[src/core/dtc_pkg.sv]
package dtc_pkg;

	// Register addresses on the special function port.
	localparam logic [7:0] ADDR_CTRL     = 8'h88;
	localparam logic [7:0] ADDR_MODE     = 8'h89;
	localparam logic [7:0] ADDR_T0_LOW   = 8'h8a;
	localparam logic [7:0] ADDR_T1_LOW   = 8'h8b;
	localparam logic [7:0] ADDR_T0_HIGH  = 8'h8c;
	localparam logic [7:0] ADDR_T1_HIGH  = 8'h8d;
	localparam logic [7:0] ADDR_FREQ     = 8'h8e;
	localparam logic [7:0] ADDR_INT_EN   = 8'ha8;

	// Field positions in the control register.
	localparam int CTRL_TF1_BIT = 7;
	localparam int CTRL_TR1_BIT = 6;
	localparam int CTRL_TF0_BIT = 5;
	localparam int CTRL_TR0_BIT = 4;

	// Field positions in the mode register.
	localparam int MODE_T1_SRC_BIT = 6;
	localparam int MODE_T1_LSB     = 4;
	localparam int MODE_T0_SRC_BIT = 2;
	localparam int MODE_T0_LSB     = 0;

	// Field positions in the frequency and interrupt enable registers.
	localparam int FREQ_T0_BIT  = 0;
	localparam int FREQ_T1_BIT  = 1;
	localparam int INTEN_T0_BIT = 1;
	localparam int INTEN_T1_BIT = 3;

	// Reset value shared by every register of the block.
	localparam logic [7:0] RESET_BYTE = 8'h00;

	// System clock divide ratio for the slow timer clock.
	localparam int DIV_RATIO = 12;

	// Operating modes of the two-bit mode fields.
	typedef enum logic [1:0] {
		DTC_MODE_13BIT  = 2'b00,
		DTC_MODE_16BIT  = 2'b01,
		DTC_MODE_RELOAD = 2'b10,
		DTC_MODE_SPLIT  = 2'b11
	} dtc_mode_t;

endpackage : dtc_pkg

[src/core/dtc_timers.sv]
// The register addresses and the address-and-strobe port were left to the implementer.
`timescale 1ns/10ps

// Behaviour
// - Timer 0 has four modes via two bits.
// - Mode codes: 13-bit, 16-bit, reload, split/stop.
// - 13-bit: high byte bits 12-5, low 4-0.
// - Timer 0 overflow sets flag; interrupt if enabled.
// - Interrupt acceptance clears the overflow flag.
// - Counter source: pin falling edge increments timer 0.
// - Timer source: divided system clock for timer 0.
// - Divider bit zero gives clock/12, one undivided.
// - Divider selects are frequency register bits 0,1.
// - Run bit resumes from held count.
// - 16-bit mode uses all bits of both bytes.
// - Reload mode: overflow sets flag, low reloads from high.
// - Reload byte stays unchanged after reload.
// - Split low byte uses timer 0 controls.
// - Split high byte: timer clock, timer 1 controls.
// - Split mode stops timer 1's own counter.
// - Timer 1 modes from mode bits 5 and 4.
// - Timer 1 mode code 11 halts it.
// - Timer 1 13-bit layout like timer 0.
// - Timer 1 counts pin edges or divided clock.
// - Timer 1 overflow sets flag; interrupt if enabled.
// - Timer 1 reload mode copies high into low.
// - Timer 1 run bit resumes from held count.
module dtc_timers
	import dtc_pkg::*;
#(
	parameter int DIV = DIV_RATIO
)(
	// Clock and reset.
	input  wire logic       clk,
	input  wire logic       srst,
	// Register port.
	input  wire logic [7:0] addr,
	input  wire logic [7:0] wdata,
	input  wire logic       wr,
	input  wire logic       rd,
	output logic      [7:0] rdata,
	// External count pins.
	input  wire logic       timer0_ext_pin,
	input  wire logic       timer1_ext_pin,
	// Interrupt requests and acceptance pulses.
	output logic            irq0,
	output logic            irq1,
	input  wire logic       ack0,
	input  wire logic       ack1
);

	// Count registers.
	logic [7:0] timer0_low_byte;         // Timer 0 low count byte.
	logic [7:0] timer0_high_byte;        // Timer 0 high count or reload byte.
	logic [7:0] timer1_low_byte;         // Timer 1 low count byte.
	logic [7:0] timer1_high_byte;        // Timer 1 high count or reload byte.
	// Control and configuration state.
	logic       timer0_overflow_flag;    // Timer 0 overflow flag.
	logic       timer1_overflow_flag;    // Timer 1 overflow flag.
	logic       timer0_run;              // Timer 0 run bit.
	logic       timer1_run;              // Timer 1 run bit.
	logic [7:0] timer_mode_reg;          // Mode register.
	logic [1:0] timer_freq_ctrl_reg;     // Divider selects.
	logic [1:0] int_enable;              // Timer interrupt enables.
	// Decoded controls.
	dtc_mode_t  mode0;                   // Timer 0 mode.
	dtc_mode_t  mode1;                   // Timer 1 mode.
	logic       timer0_count_source_sel; // Timer 0 pin source when high.
	logic       timer1_count_source_sel; // Timer 1 pin source when high.
	logic       timer0_divider_sel;      // Timer 0 undivided clock when high.
	logic       timer1_divider_sel;      // Timer 1 undivided clock when high.
	// Prescaler and pin logic.
	logic [3:0] div_cnt;                 // Divide-by-ratio counter.
	logic       tick_slow;               // One pulse per ratio cycles.
	logic [1:0] pin0_sync;               // Pin 0 synchroniser.
	logic [1:0] pin1_sync;               // Pin 1 synchroniser.
	logic       pin0_prev;               // Pin 0 delayed sample.
	logic       pin1_prev;               // Pin 1 delayed sample.
	logic       fall0;                   // Pin 0 falling edge.
	logic       fall1;                   // Pin 1 falling edge.
	// Increment and overflow events.
	logic       tick0;                   // Timer 0 clock tick.
	logic       tick1;                   // Timer 1 clock tick.
	logic       inc0;                    // Timer 0 increment.
	logic       inc0_high;               // Split high byte increment.
	logic       inc1;                    // Timer 1 increment.
	logic       ovf0;                    // Timer 0 overflow event.
	logic       ovf0_high;               // Split high byte overflow event.
	logic       ovf1;                    // Timer 1 overflow event.
	logic [7:0] next_t0_low;             // Timer 0 low next value.
	logic [7:0] next_t0_high;            // Timer 0 high next value.
	logic [7:0] next_t1_low;             // Timer 1 low next value.
	logic [7:0] next_t1_high;            // Timer 1 high next value.
	// Write strobes.
	logic       wr_ctrl;                 // Control register write.
	logic       wr_t0;                   // Timer 0 byte write.
	logic       wr_t1;                   // Timer 1 byte write.

	// One count step for modes 13-bit, 16-bit and reload; returns overflow, high, low.
	function automatic logic [16:0] dtc_step(
		input dtc_mode_t  mode,
		input logic [7:0] hi,
		input logic [7:0] lo
	);
		logic [13:0] s13;
		logic [16:0] s16;
		logic        wrap;
		s13  = {1'b0, hi, lo[4:0]} + 14'h0001;
		s16  = {1'b0, hi, lo} + 17'h00001;
		wrap = (lo == 8'hff);
		case (mode)
			DTC_MODE_13BIT:  dtc_step = {s13[13], s13[12:5], lo[7:5], s13[4:0]};
			DTC_MODE_16BIT:  dtc_step = s16;
			DTC_MODE_RELOAD: dtc_step = {wrap, hi, wrap ? hi : lo + 8'h01};
			default:         dtc_step = {1'b0, hi, lo};
		endcase
	endfunction : dtc_step

	// Field decode of the mode and frequency registers.
	assign mode0 = dtc_mode_t'(timer_mode_reg[MODE_T0_LSB +: 2]);
	assign mode1 = dtc_mode_t'(timer_mode_reg[MODE_T1_LSB +: 2]);
	assign timer0_count_source_sel = timer_mode_reg[MODE_T0_SRC_BIT];
	assign timer1_count_source_sel = timer_mode_reg[MODE_T1_SRC_BIT];
	assign timer0_divider_sel      = timer_freq_ctrl_reg[FREQ_T0_BIT];
	assign timer1_divider_sel      = timer_freq_ctrl_reg[FREQ_T1_BIT];

	// Write decode; a byte write takes priority over counting in that cycle.
	assign wr_ctrl = wr && (addr == ADDR_CTRL);
	assign wr_t0   = wr && (addr == ADDR_T0_LOW || addr == ADDR_T0_HIGH);
	assign wr_t1   = wr && (addr == ADDR_T1_LOW || addr == ADDR_T1_HIGH);

	// Prescaler producing one slow tick every DIV system clocks.
	always_ff @(posedge clk)
	begin
		if (srst || tick_slow)
			div_cnt <= 4'h0;
		else
			div_cnt <= div_cnt + 4'h1;
	end
	assign tick_slow = (div_cnt == 4'(DIV - 1));

	// Pin synchronisers; edge detection reads only the second stage onward.
	always_ff @(posedge clk)
	begin
		if (srst)
		begin
			pin0_sync <= 2'h3;
			pin1_sync <= 2'h3;
			pin0_prev <= 1'b1;
			pin1_prev <= 1'b1;
		end
		else
		begin
			pin0_sync <= {pin0_sync[0], timer0_ext_pin};
			pin1_sync <= {pin1_sync[0], timer1_ext_pin};
			pin0_prev <= pin0_sync[1];
			pin1_prev <= pin1_sync[1];
		end
	end
	assign fall0 = pin0_prev && !pin0_sync[1];
	assign fall1 = pin1_prev && !pin1_sync[1];

	// Increment selection from source, divider and run bits.
	assign tick0     = timer0_divider_sel ? 1'b1 : tick_slow;
	assign tick1     = timer1_divider_sel ? 1'b1 : tick_slow;
	assign inc0      = timer0_run && (timer0_count_source_sel ? fall0 : tick0);
	assign inc0_high = timer1_run && tick1 && (mode0 == DTC_MODE_SPLIT);
	assign inc1      = timer1_run && (mode1 != DTC_MODE_SPLIT) && (mode0 != DTC_MODE_SPLIT) &&
	                   (timer1_count_source_sel ? fall1 : tick1);

	// Next count values and overflow events.
	always_comb
	begin
		logic [16:0] step0;
		logic [16:0] step1;
		step0        = dtc_step(mode0, timer0_high_byte, timer0_low_byte);
		step1        = dtc_step(mode1, timer1_high_byte, timer1_low_byte);
		next_t0_low  = timer0_low_byte;
		next_t0_high = timer0_high_byte;
		ovf0         = 1'b0;
		ovf0_high    = 1'b0;
		if (mode0 == DTC_MODE_SPLIT)
		begin
			// Two independent 8-bit counters.
			if (inc0)
			begin
				next_t0_low = timer0_low_byte + 8'h01;
				ovf0        = (timer0_low_byte == 8'hff);
			end
			if (inc0_high)
			begin
				next_t0_high = timer0_high_byte + 8'h01;
				ovf0_high    = (timer0_high_byte == 8'hff);
			end
		end
		else if (inc0)
		begin
			// One counter spanning both bytes, except the low byte alone in reload mode.
			{ovf0, next_t0_high, next_t0_low} = step0;
		end
		next_t1_low  = timer1_low_byte;
		next_t1_high = timer1_high_byte;
		ovf1         = 1'b0;
		if (inc1)
		begin
			{ovf1, next_t1_high, next_t1_low} = step1;
		end
	end

	// Timer 0 count bytes; counting holds the value while stopped.
	always_ff @(posedge clk)
	begin
		if (srst)
		begin
			timer0_low_byte  <= RESET_BYTE;
			timer0_high_byte <= RESET_BYTE;
		end
		else if (wr_t0)
		begin
			if (addr == ADDR_T0_LOW)
				timer0_low_byte <= wdata;
			else
				timer0_high_byte <= wdata;
		end
		else
		begin
			timer0_low_byte  <= next_t0_low;
			timer0_high_byte <= next_t0_high;
		end
	end

	// Timer 1 count bytes.
	always_ff @(posedge clk)
	begin
		if (srst)
		begin
			timer1_low_byte  <= RESET_BYTE;
			timer1_high_byte <= RESET_BYTE;
		end
		else if (wr_t1)
		begin
			if (addr == ADDR_T1_LOW)
				timer1_low_byte <= wdata;
			else
				timer1_high_byte <= wdata;
		end
		else
		begin
			timer1_low_byte  <= next_t1_low;
			timer1_high_byte <= next_t1_high;
		end
	end

	// Overflow flags; a hardware set wins over acceptance and software writes.
	always_ff @(posedge clk)
	begin
		if (srst)
		begin
			timer0_overflow_flag <= 1'b0;
			timer1_overflow_flag <= 1'b0;
		end
		else
		begin
			if (ovf0)
				timer0_overflow_flag <= 1'b1;
			else if (ack0)
				timer0_overflow_flag <= 1'b0;
			else if (wr_ctrl)
				timer0_overflow_flag <= wdata[CTRL_TF0_BIT];
			if (ovf1 || ovf0_high)
				timer1_overflow_flag <= 1'b1;
			else if (ack1)
				timer1_overflow_flag <= 1'b0;
			else if (wr_ctrl)
				timer1_overflow_flag <= wdata[CTRL_TF1_BIT];
		end
	end

	// Software configuration registers.
	always_ff @(posedge clk)
	begin
		if (srst)
		begin
			timer0_run          <= 1'b0;
			timer1_run          <= 1'b0;
			timer_mode_reg      <= RESET_BYTE;
			timer_freq_ctrl_reg <= 2'h0;
			int_enable          <= 2'h0;
		end
		else if (wr)
		begin
			case (addr)
				ADDR_CTRL:
				begin
					timer0_run <= wdata[CTRL_TR0_BIT];
					timer1_run <= wdata[CTRL_TR1_BIT];
				end
				ADDR_MODE:   timer_mode_reg <= wdata & 8'h77;
				ADDR_FREQ:   timer_freq_ctrl_reg <= wdata[1:0];
				ADDR_INT_EN: int_enable <= {wdata[INTEN_T1_BIT], wdata[INTEN_T0_BIT]};
				default:     ;
			endcase
		end
	end

	// Read data, valid in the cycle after the read strobe only.
	always_ff @(posedge clk)
	begin
		if (srst || !rd)
			rdata <= 8'h00;
		else
		begin
			case (addr)
				ADDR_CTRL:    rdata <= {timer1_overflow_flag, timer1_run,
				                        timer0_overflow_flag, timer0_run, 4'h0};
				ADDR_MODE:    rdata <= timer_mode_reg;
				ADDR_T0_LOW:  rdata <= timer0_low_byte;
				ADDR_T1_LOW:  rdata <= timer1_low_byte;
				ADDR_T0_HIGH: rdata <= timer0_high_byte;
				ADDR_T1_HIGH: rdata <= timer1_high_byte;
				ADDR_FREQ:    rdata <= {6'h00, timer_freq_ctrl_reg};
				ADDR_INT_EN:  rdata <= {4'h0, int_enable[1], 1'b0, int_enable[0], 1'b0};
				default:      rdata <= 8'h00;
			endcase
		end
	end

	// Interrupt requests from flag and enable.
	assign irq0 = timer0_overflow_flag && int_enable[0];
	assign irq1 = timer1_overflow_flag && int_enable[1];

	// Checks of the counting behaviour.
	property p_reload0;
		@(posedge clk) disable iff (srst)
		(inc0 && mode0 == DTC_MODE_RELOAD && timer0_low_byte == 8'hff && !wr_t0)
		|=> (timer0_low_byte == $past(timer0_high_byte)) &&
		    $stable(timer0_high_byte) && timer0_overflow_flag;
	endproperty
	a_reload0: assert property (p_reload0) else $error("reload failed");

	property p_wrap16;
		@(posedge clk) disable iff (srst)
		(inc0 && mode0 == DTC_MODE_16BIT && !wr_t0 &&
		 {timer0_high_byte, timer0_low_byte} == 16'hffff)
		|=> ({timer0_high_byte, timer0_low_byte} == 16'h0000) && timer0_overflow_flag;
	endproperty
	a_wrap16: assert property (p_wrap16) else $error("16-bit wrap failed");

	property p_carry13;
		@(posedge clk) disable iff (srst)
		(inc0 && mode0 == DTC_MODE_13BIT && !wr_t0 && timer0_low_byte[4:0] == 5'h1f)
		|=> timer0_high_byte == $past(timer0_high_byte) + 8'h01 &&
		    timer0_low_byte[4:0] == 5'h00;
	endproperty
	a_carry13: assert property (p_carry13) else $error("13-bit carry failed");

	property p_hold;
		@(posedge clk) disable iff (srst)
		(!timer0_run && !timer1_run && !wr_t0) |=> $stable(timer0_low_byte);
	endproperty
	a_hold: assert property (p_hold) else $error("stopped timer moved");

	property p_t1_stop;
		@(posedge clk) disable iff (srst)
		(mode0 == DTC_MODE_SPLIT && !wr_t1)
		|=> $stable(timer1_low_byte) && $stable(timer1_high_byte);
	endproperty
	a_t1_stop: assert property (p_t1_stop) else $error("timer 1 ran in split");

	property p_slow_tick;
		@(posedge clk) disable iff (srst)
		tick_slow |=> !tick_slow [*8];
	endproperty
	a_slow_tick: assert property (p_slow_tick) else $error("divider too fast");

	property p_edge;
		@(posedge clk) disable iff (srst)
		(pin0_prev && !pin0_sync[1] && timer0_run && timer0_count_source_sel &&
		 mode0 == DTC_MODE_16BIT && !wr_t0 && timer0_low_byte != 8'hff)
		|=> timer0_low_byte == $past(timer0_low_byte) + 8'h01;
	endproperty
	a_edge: assert property (p_edge) else $error("pin edge not counted");

	property p_ack;
		@(posedge clk) disable iff (srst)
		(ack0 && !ovf0 && !wr_ctrl) |=> !timer0_overflow_flag ##1 1'b1;
	endproperty
	a_ack: assert property (p_ack) else $error("ack did not clear");

	property p_set_wins;
		@(posedge clk) disable iff (srst)
		(ovf0 && (ack0 || wr_ctrl)) |=> timer0_overflow_flag && (irq0 == int_enable[0]);
	endproperty
	a_set_wins: assert property (p_set_wins) else $error("overflow lost");

	property p_split_hi;
		@(posedge clk) disable iff (srst)
		(inc0_high && timer0_high_byte == 8'hff && !wr_t0)
		|=> timer1_overflow_flag && timer0_high_byte == 8'h00;
	endproperty
	a_split_hi: assert property (p_split_hi) else $error("split overflow");

	// Coverage of the main scenarios.
	c_reload:  cover property (@(posedge clk) disable iff (srst)
		inc0 && mode0 == DTC_MODE_RELOAD && timer0_low_byte == 8'hff);
	c_split:   cover property (@(posedge clk) disable iff (srst) ovf0_high);
	c_edge1:   cover property (@(posedge clk) disable iff (srst) inc1 && timer1_count_source_sel);
	c_ovf13:   cover property (@(posedge clk) disable iff (srst)
		ovf1 && mode1 == DTC_MODE_13BIT);

endmodule : dtc_timers

[config.mk]
export PLATFORM = sky130hd
export DESIGN_NAME = dtc_timers
export DESIGN_NICKNAME = d
export VERILOG_FILES = /design/src/core/dtc_pkg.sv /design/src/core/dtc_timers.sv
export SDC_FILE = /design/constraint.sdc
export NUM_CORES = 1
export LEC_CHECK = 0
export BUFFER_PORTS_ARGS = -buffer_cell sky130_fd_sc_hd__buf_4
export CORE_MARGIN = 2
export CORE_UTILIZATION = 55
export DETAILED_ROUTE_END_ITERATION = 10
export PLACE_DENSITY = 0.8
export SKIP_LAST_GASP = 1
export SYNTH_ARGS = -nofsm -noshare
export SYNTH_HDL_FRONTEND = slang
export SYNTH_SLANG_ARGS = --single-unit
[constraint.sdc]
create_clock -name clk -period 2.3 [get_ports clk]
set_input_delay 0.115 -clock clk [delete_from_list [all_inputs] [get_ports clk]]
set_output_delay 0.115 -clock clk [all_outputs]
set_load 0.005 [all_outputs]
==> out/results.tsv <==
stage	metric	value	unit
run_status	outcome	finished, final reports clean	
grt	first-pass GRT wire length	24600	um
pwr	LEAKAGE	2.09	nW
grt	GRT Residual Overflow	0	
placed_design	gpl congestion	1.03	
grt	largest net degree at the start of global routing	31	
sta	setup tns final	0	ps
yosys	post-synth net total	622	
setup_path	crit start category	register	
min_path	type of the most critical hold path	in -> reg	
route	mean routed wirelength per cell	20.9	um
cts	clk root buf	clkbuf_8	
pwr	peak supply drop	0.409	mV
yosys	flops & latches, synth	64	
final_layout	Non-Filler Instances	759	
sta	Clock Skews	13.8	ps
die	core area	8130	um2
sta	Final Hold Fails	0	
setup_path	crit path max-delay cell type	a221oi_1	
cts	clock buffer depth	2	
setup_path	Critical Path AT	2480	ps
sta	crit share post-route	97.1	%
setup_path	Critical Path RT	2550	ps
cts	TritonCTS buffer count	9	
cts	htree depth	3	
setup_path	R2R depth	7	
pwr	Pwr per Cell Area	427	nW/um2
placed_design	I/O Buffers	33	
sta	Final Max Slew Viols	0	
setup_path	critical-path cell list	buf_4, inv_1, ha_1, buf_4, a221oi_1, o311ai_0, a32o_1	
sta	actual slew at the worst max-slew pin	850	ps
route	vias per std cell	6.78	
final_layout	Layout area overhead	19.4	%
yosys	Mapped Area	4580	um2
sta	Max Clock Freq	448	MHz
yosys	Post-synth EDFFs	0	
cts	CTS tree	yes	
yosys	syn avg cell area	7.81	um2
yosys	share of the yosys chip area belonging to registers	28.0	%
sta	crit path time final	2230	ps
yosys	main combinational cell family by area after synthesis	simple AND/OR/NAND/NOR gates	
route	DRC errors left	0	
setup_path	CP max FO	8	
route	drt initial violations	621	
sta	final setup vio count	0	
die	row count	33	
setup_path	critical path capture point type	register	
yosys	Post-Synth Adder-Cell Area	3.28	%
sta	setup ws final	66.3	ps
cts	worst-skew pair later-pin latency	350	ps
min_path	hold path cells	3	
route	Post-Route WL	15900	um
setup_path	Crit path largest cell delay	740	ps
yosys	Simple-Gate Fraction of Synth Area	26.6	%
sta	relative slew slack	43.3	%
yosys	Synth warnings	0	
yosys	post-synthesis mux area share	7.11	%
placed_design	Detail Placement HPWL	11900	um
final_layout	fraction of layout cells with a size suffix above 1	21.4	%
run	max_cap viols	0	
yosys	XOR/XNOR Fraction of Synth Area	4.02	%
grt	initial antenna violation count	1	
die	Die Span X	95.2	um
grt	Tot GR Track Use	35.6	%
cts	Clock transition at path regs	80	ps
setup_path	CP dominant cell by count	buf_4	
route	Routed Antenna Nets	0	
yosys	Netlist cell types	76	
final_layout	Nets	684	
yosys	post-synthesis cell count	586	
die	Die H	95.2	um
route	routed via count	5146	
grt	vias in the first global route	4492	
cts	clock sink count	64	
yosys	Main synth FF type	dfxtp_1	
route	drt first pass iters	6	
pwr	Pwr Total	2.34	mW
placed_design	cell count after placement	737	
sta	RSZ-0062 raised after global routing	yes	
yosys	Synth Area in Compound Gates	25.6	%
die	Starting Density	56.3	%
die	Die Area	9070	um2
placed_design	dpl ws	69.2	ps
yosys	ys async rst share	0	%
setup_path	Crit Path Category	reg -> reg	
die	io pins	34	
[per-layer routing]
metal / track usage, % / up-vias / part of all wire, %
li1: - / 2321 / -
met1: 50.3 / 2378 / 42
met2: 51.2 / 386 / 41
met3: 10.5 / 61 / 14
met4: 12.7 / 0 / 3.9
met5: 0 / - / 0
[cell families (layout without fill, tap and decap cells)]
family,Yosys count,after routing
AOI/OAI and AO/OA,164,164
xor gates and xnor gates,21,21
adders and majority gates,12,12
buffers and inverters,59,125
DFF,64,64
muxes,28,28
other,0,1
and+or+nand+nor,238,239
[critical path: cells and delay by family, from the launching register on]
family | cells | cell delay [ps]
buf+inv | 3 | 380
compound gates | 3 | 1210
fa+ha+maj | 1 | 200
flops | 1 | 340
[stage by stage]
stage	hold slack, ps	area [um2]	util, %
6_report	24.5	5470	67.2
3_3_place_gp	301	5190	63.8
5_1_grt	17.5	5470	67.2
2_1_floorplan	219	4580	-
4_1_cts	18.5	5430	66.7
3_5_place_dp	306	5190	63.8
[report_power, final]
part	internal, mW	switching (mW)
clock network	0.556	0.474
logic	0.0663	0.101
registers	1.12	0.0181
[final timing paths]
check	startpoint	slack, ps	end
min reg2reg	pin0_sync[0]	420	pin0_sync[1]
max reg2reg	timer_mode_reg[0]	70	timer0_high_byte[2]
min	ack1	20	timer1_overflow_flag
max	timer_mode_reg[0]	70	timer0_high_byte[2]
[synth_stat cells (all sizes together) (6+ instances only)]
cell     n  area [um2]
nand3   29         158
a221oi   9        85.1
buf     10        63.8
a311oi   9        91.3
clkbuf  33         124
dfxtp   64        1280
a21oi   38         194
xor2    11        96.3
o21ai   32         164
inv     16        60.1
o211ai   9        67.6
nand2   55         214
ha      12         150
and3    10        62.6
nor2    66         253
or2      9        56.3
mux2i   22         220
a22oi   11        82.6
a211oi   8        70.1
nor2b    7        43.8
xnor2   10        87.6
nor3    20         105
nand4    9        56.3
nand2b   6        37.5
a32oi    6        52.6
[repair_timing]
item                       4_1_cts  5_1_grt
pin swaps                        0        2
setup endpoints to repair        1        6
hold buffers                     2        0
hold endpoints to repair         2        0
gates resized for setup          1        3
gates cloned                     0        1
buffers inserted                 0        2
[layout by cell type (no fill, tap or decap), types with 4 or more instances in the layout]
cell type / n
ha_1: 12
and3_1: 10
nor4_1: 4
and2_1: 4
or4_1: 4
buf_4: 91
a21oi_1: 37
nor2b_1: 7
o21ai_0: 28
nand3_1: 28
xnor2_1: 10
a211oi_1: 5
a22oi_1: 11
inv_1: 16
nor3_1: 19
mux2i_1: 22
a221oi_1: 8
nand4_1: 9
or2_2: 8
dfxtp_1: 63
o211ai_1: 9
a32oi_1: 6
nor2_1: 64
a311oi_1: 7
clkbuf_8: 11
nand2b_1: 6
xor2_1: 11
and4_1: 5
nand2_1: 54
[area by class of cell]
class | count | area (um2)
multi-input cells | 464 | 3080
fillers | 699 | 2670
well taps | 105 | 131
clock buffers | 11 | 151
diodes | 1 | 2.50
flip-flops and latches | 64 | 1280
inverters | 16 | 60.1
repair buffers | 93 | 703
clock inverters | 5 | 55.1
No activity file was read; power rests on OpenSTA's default activity.
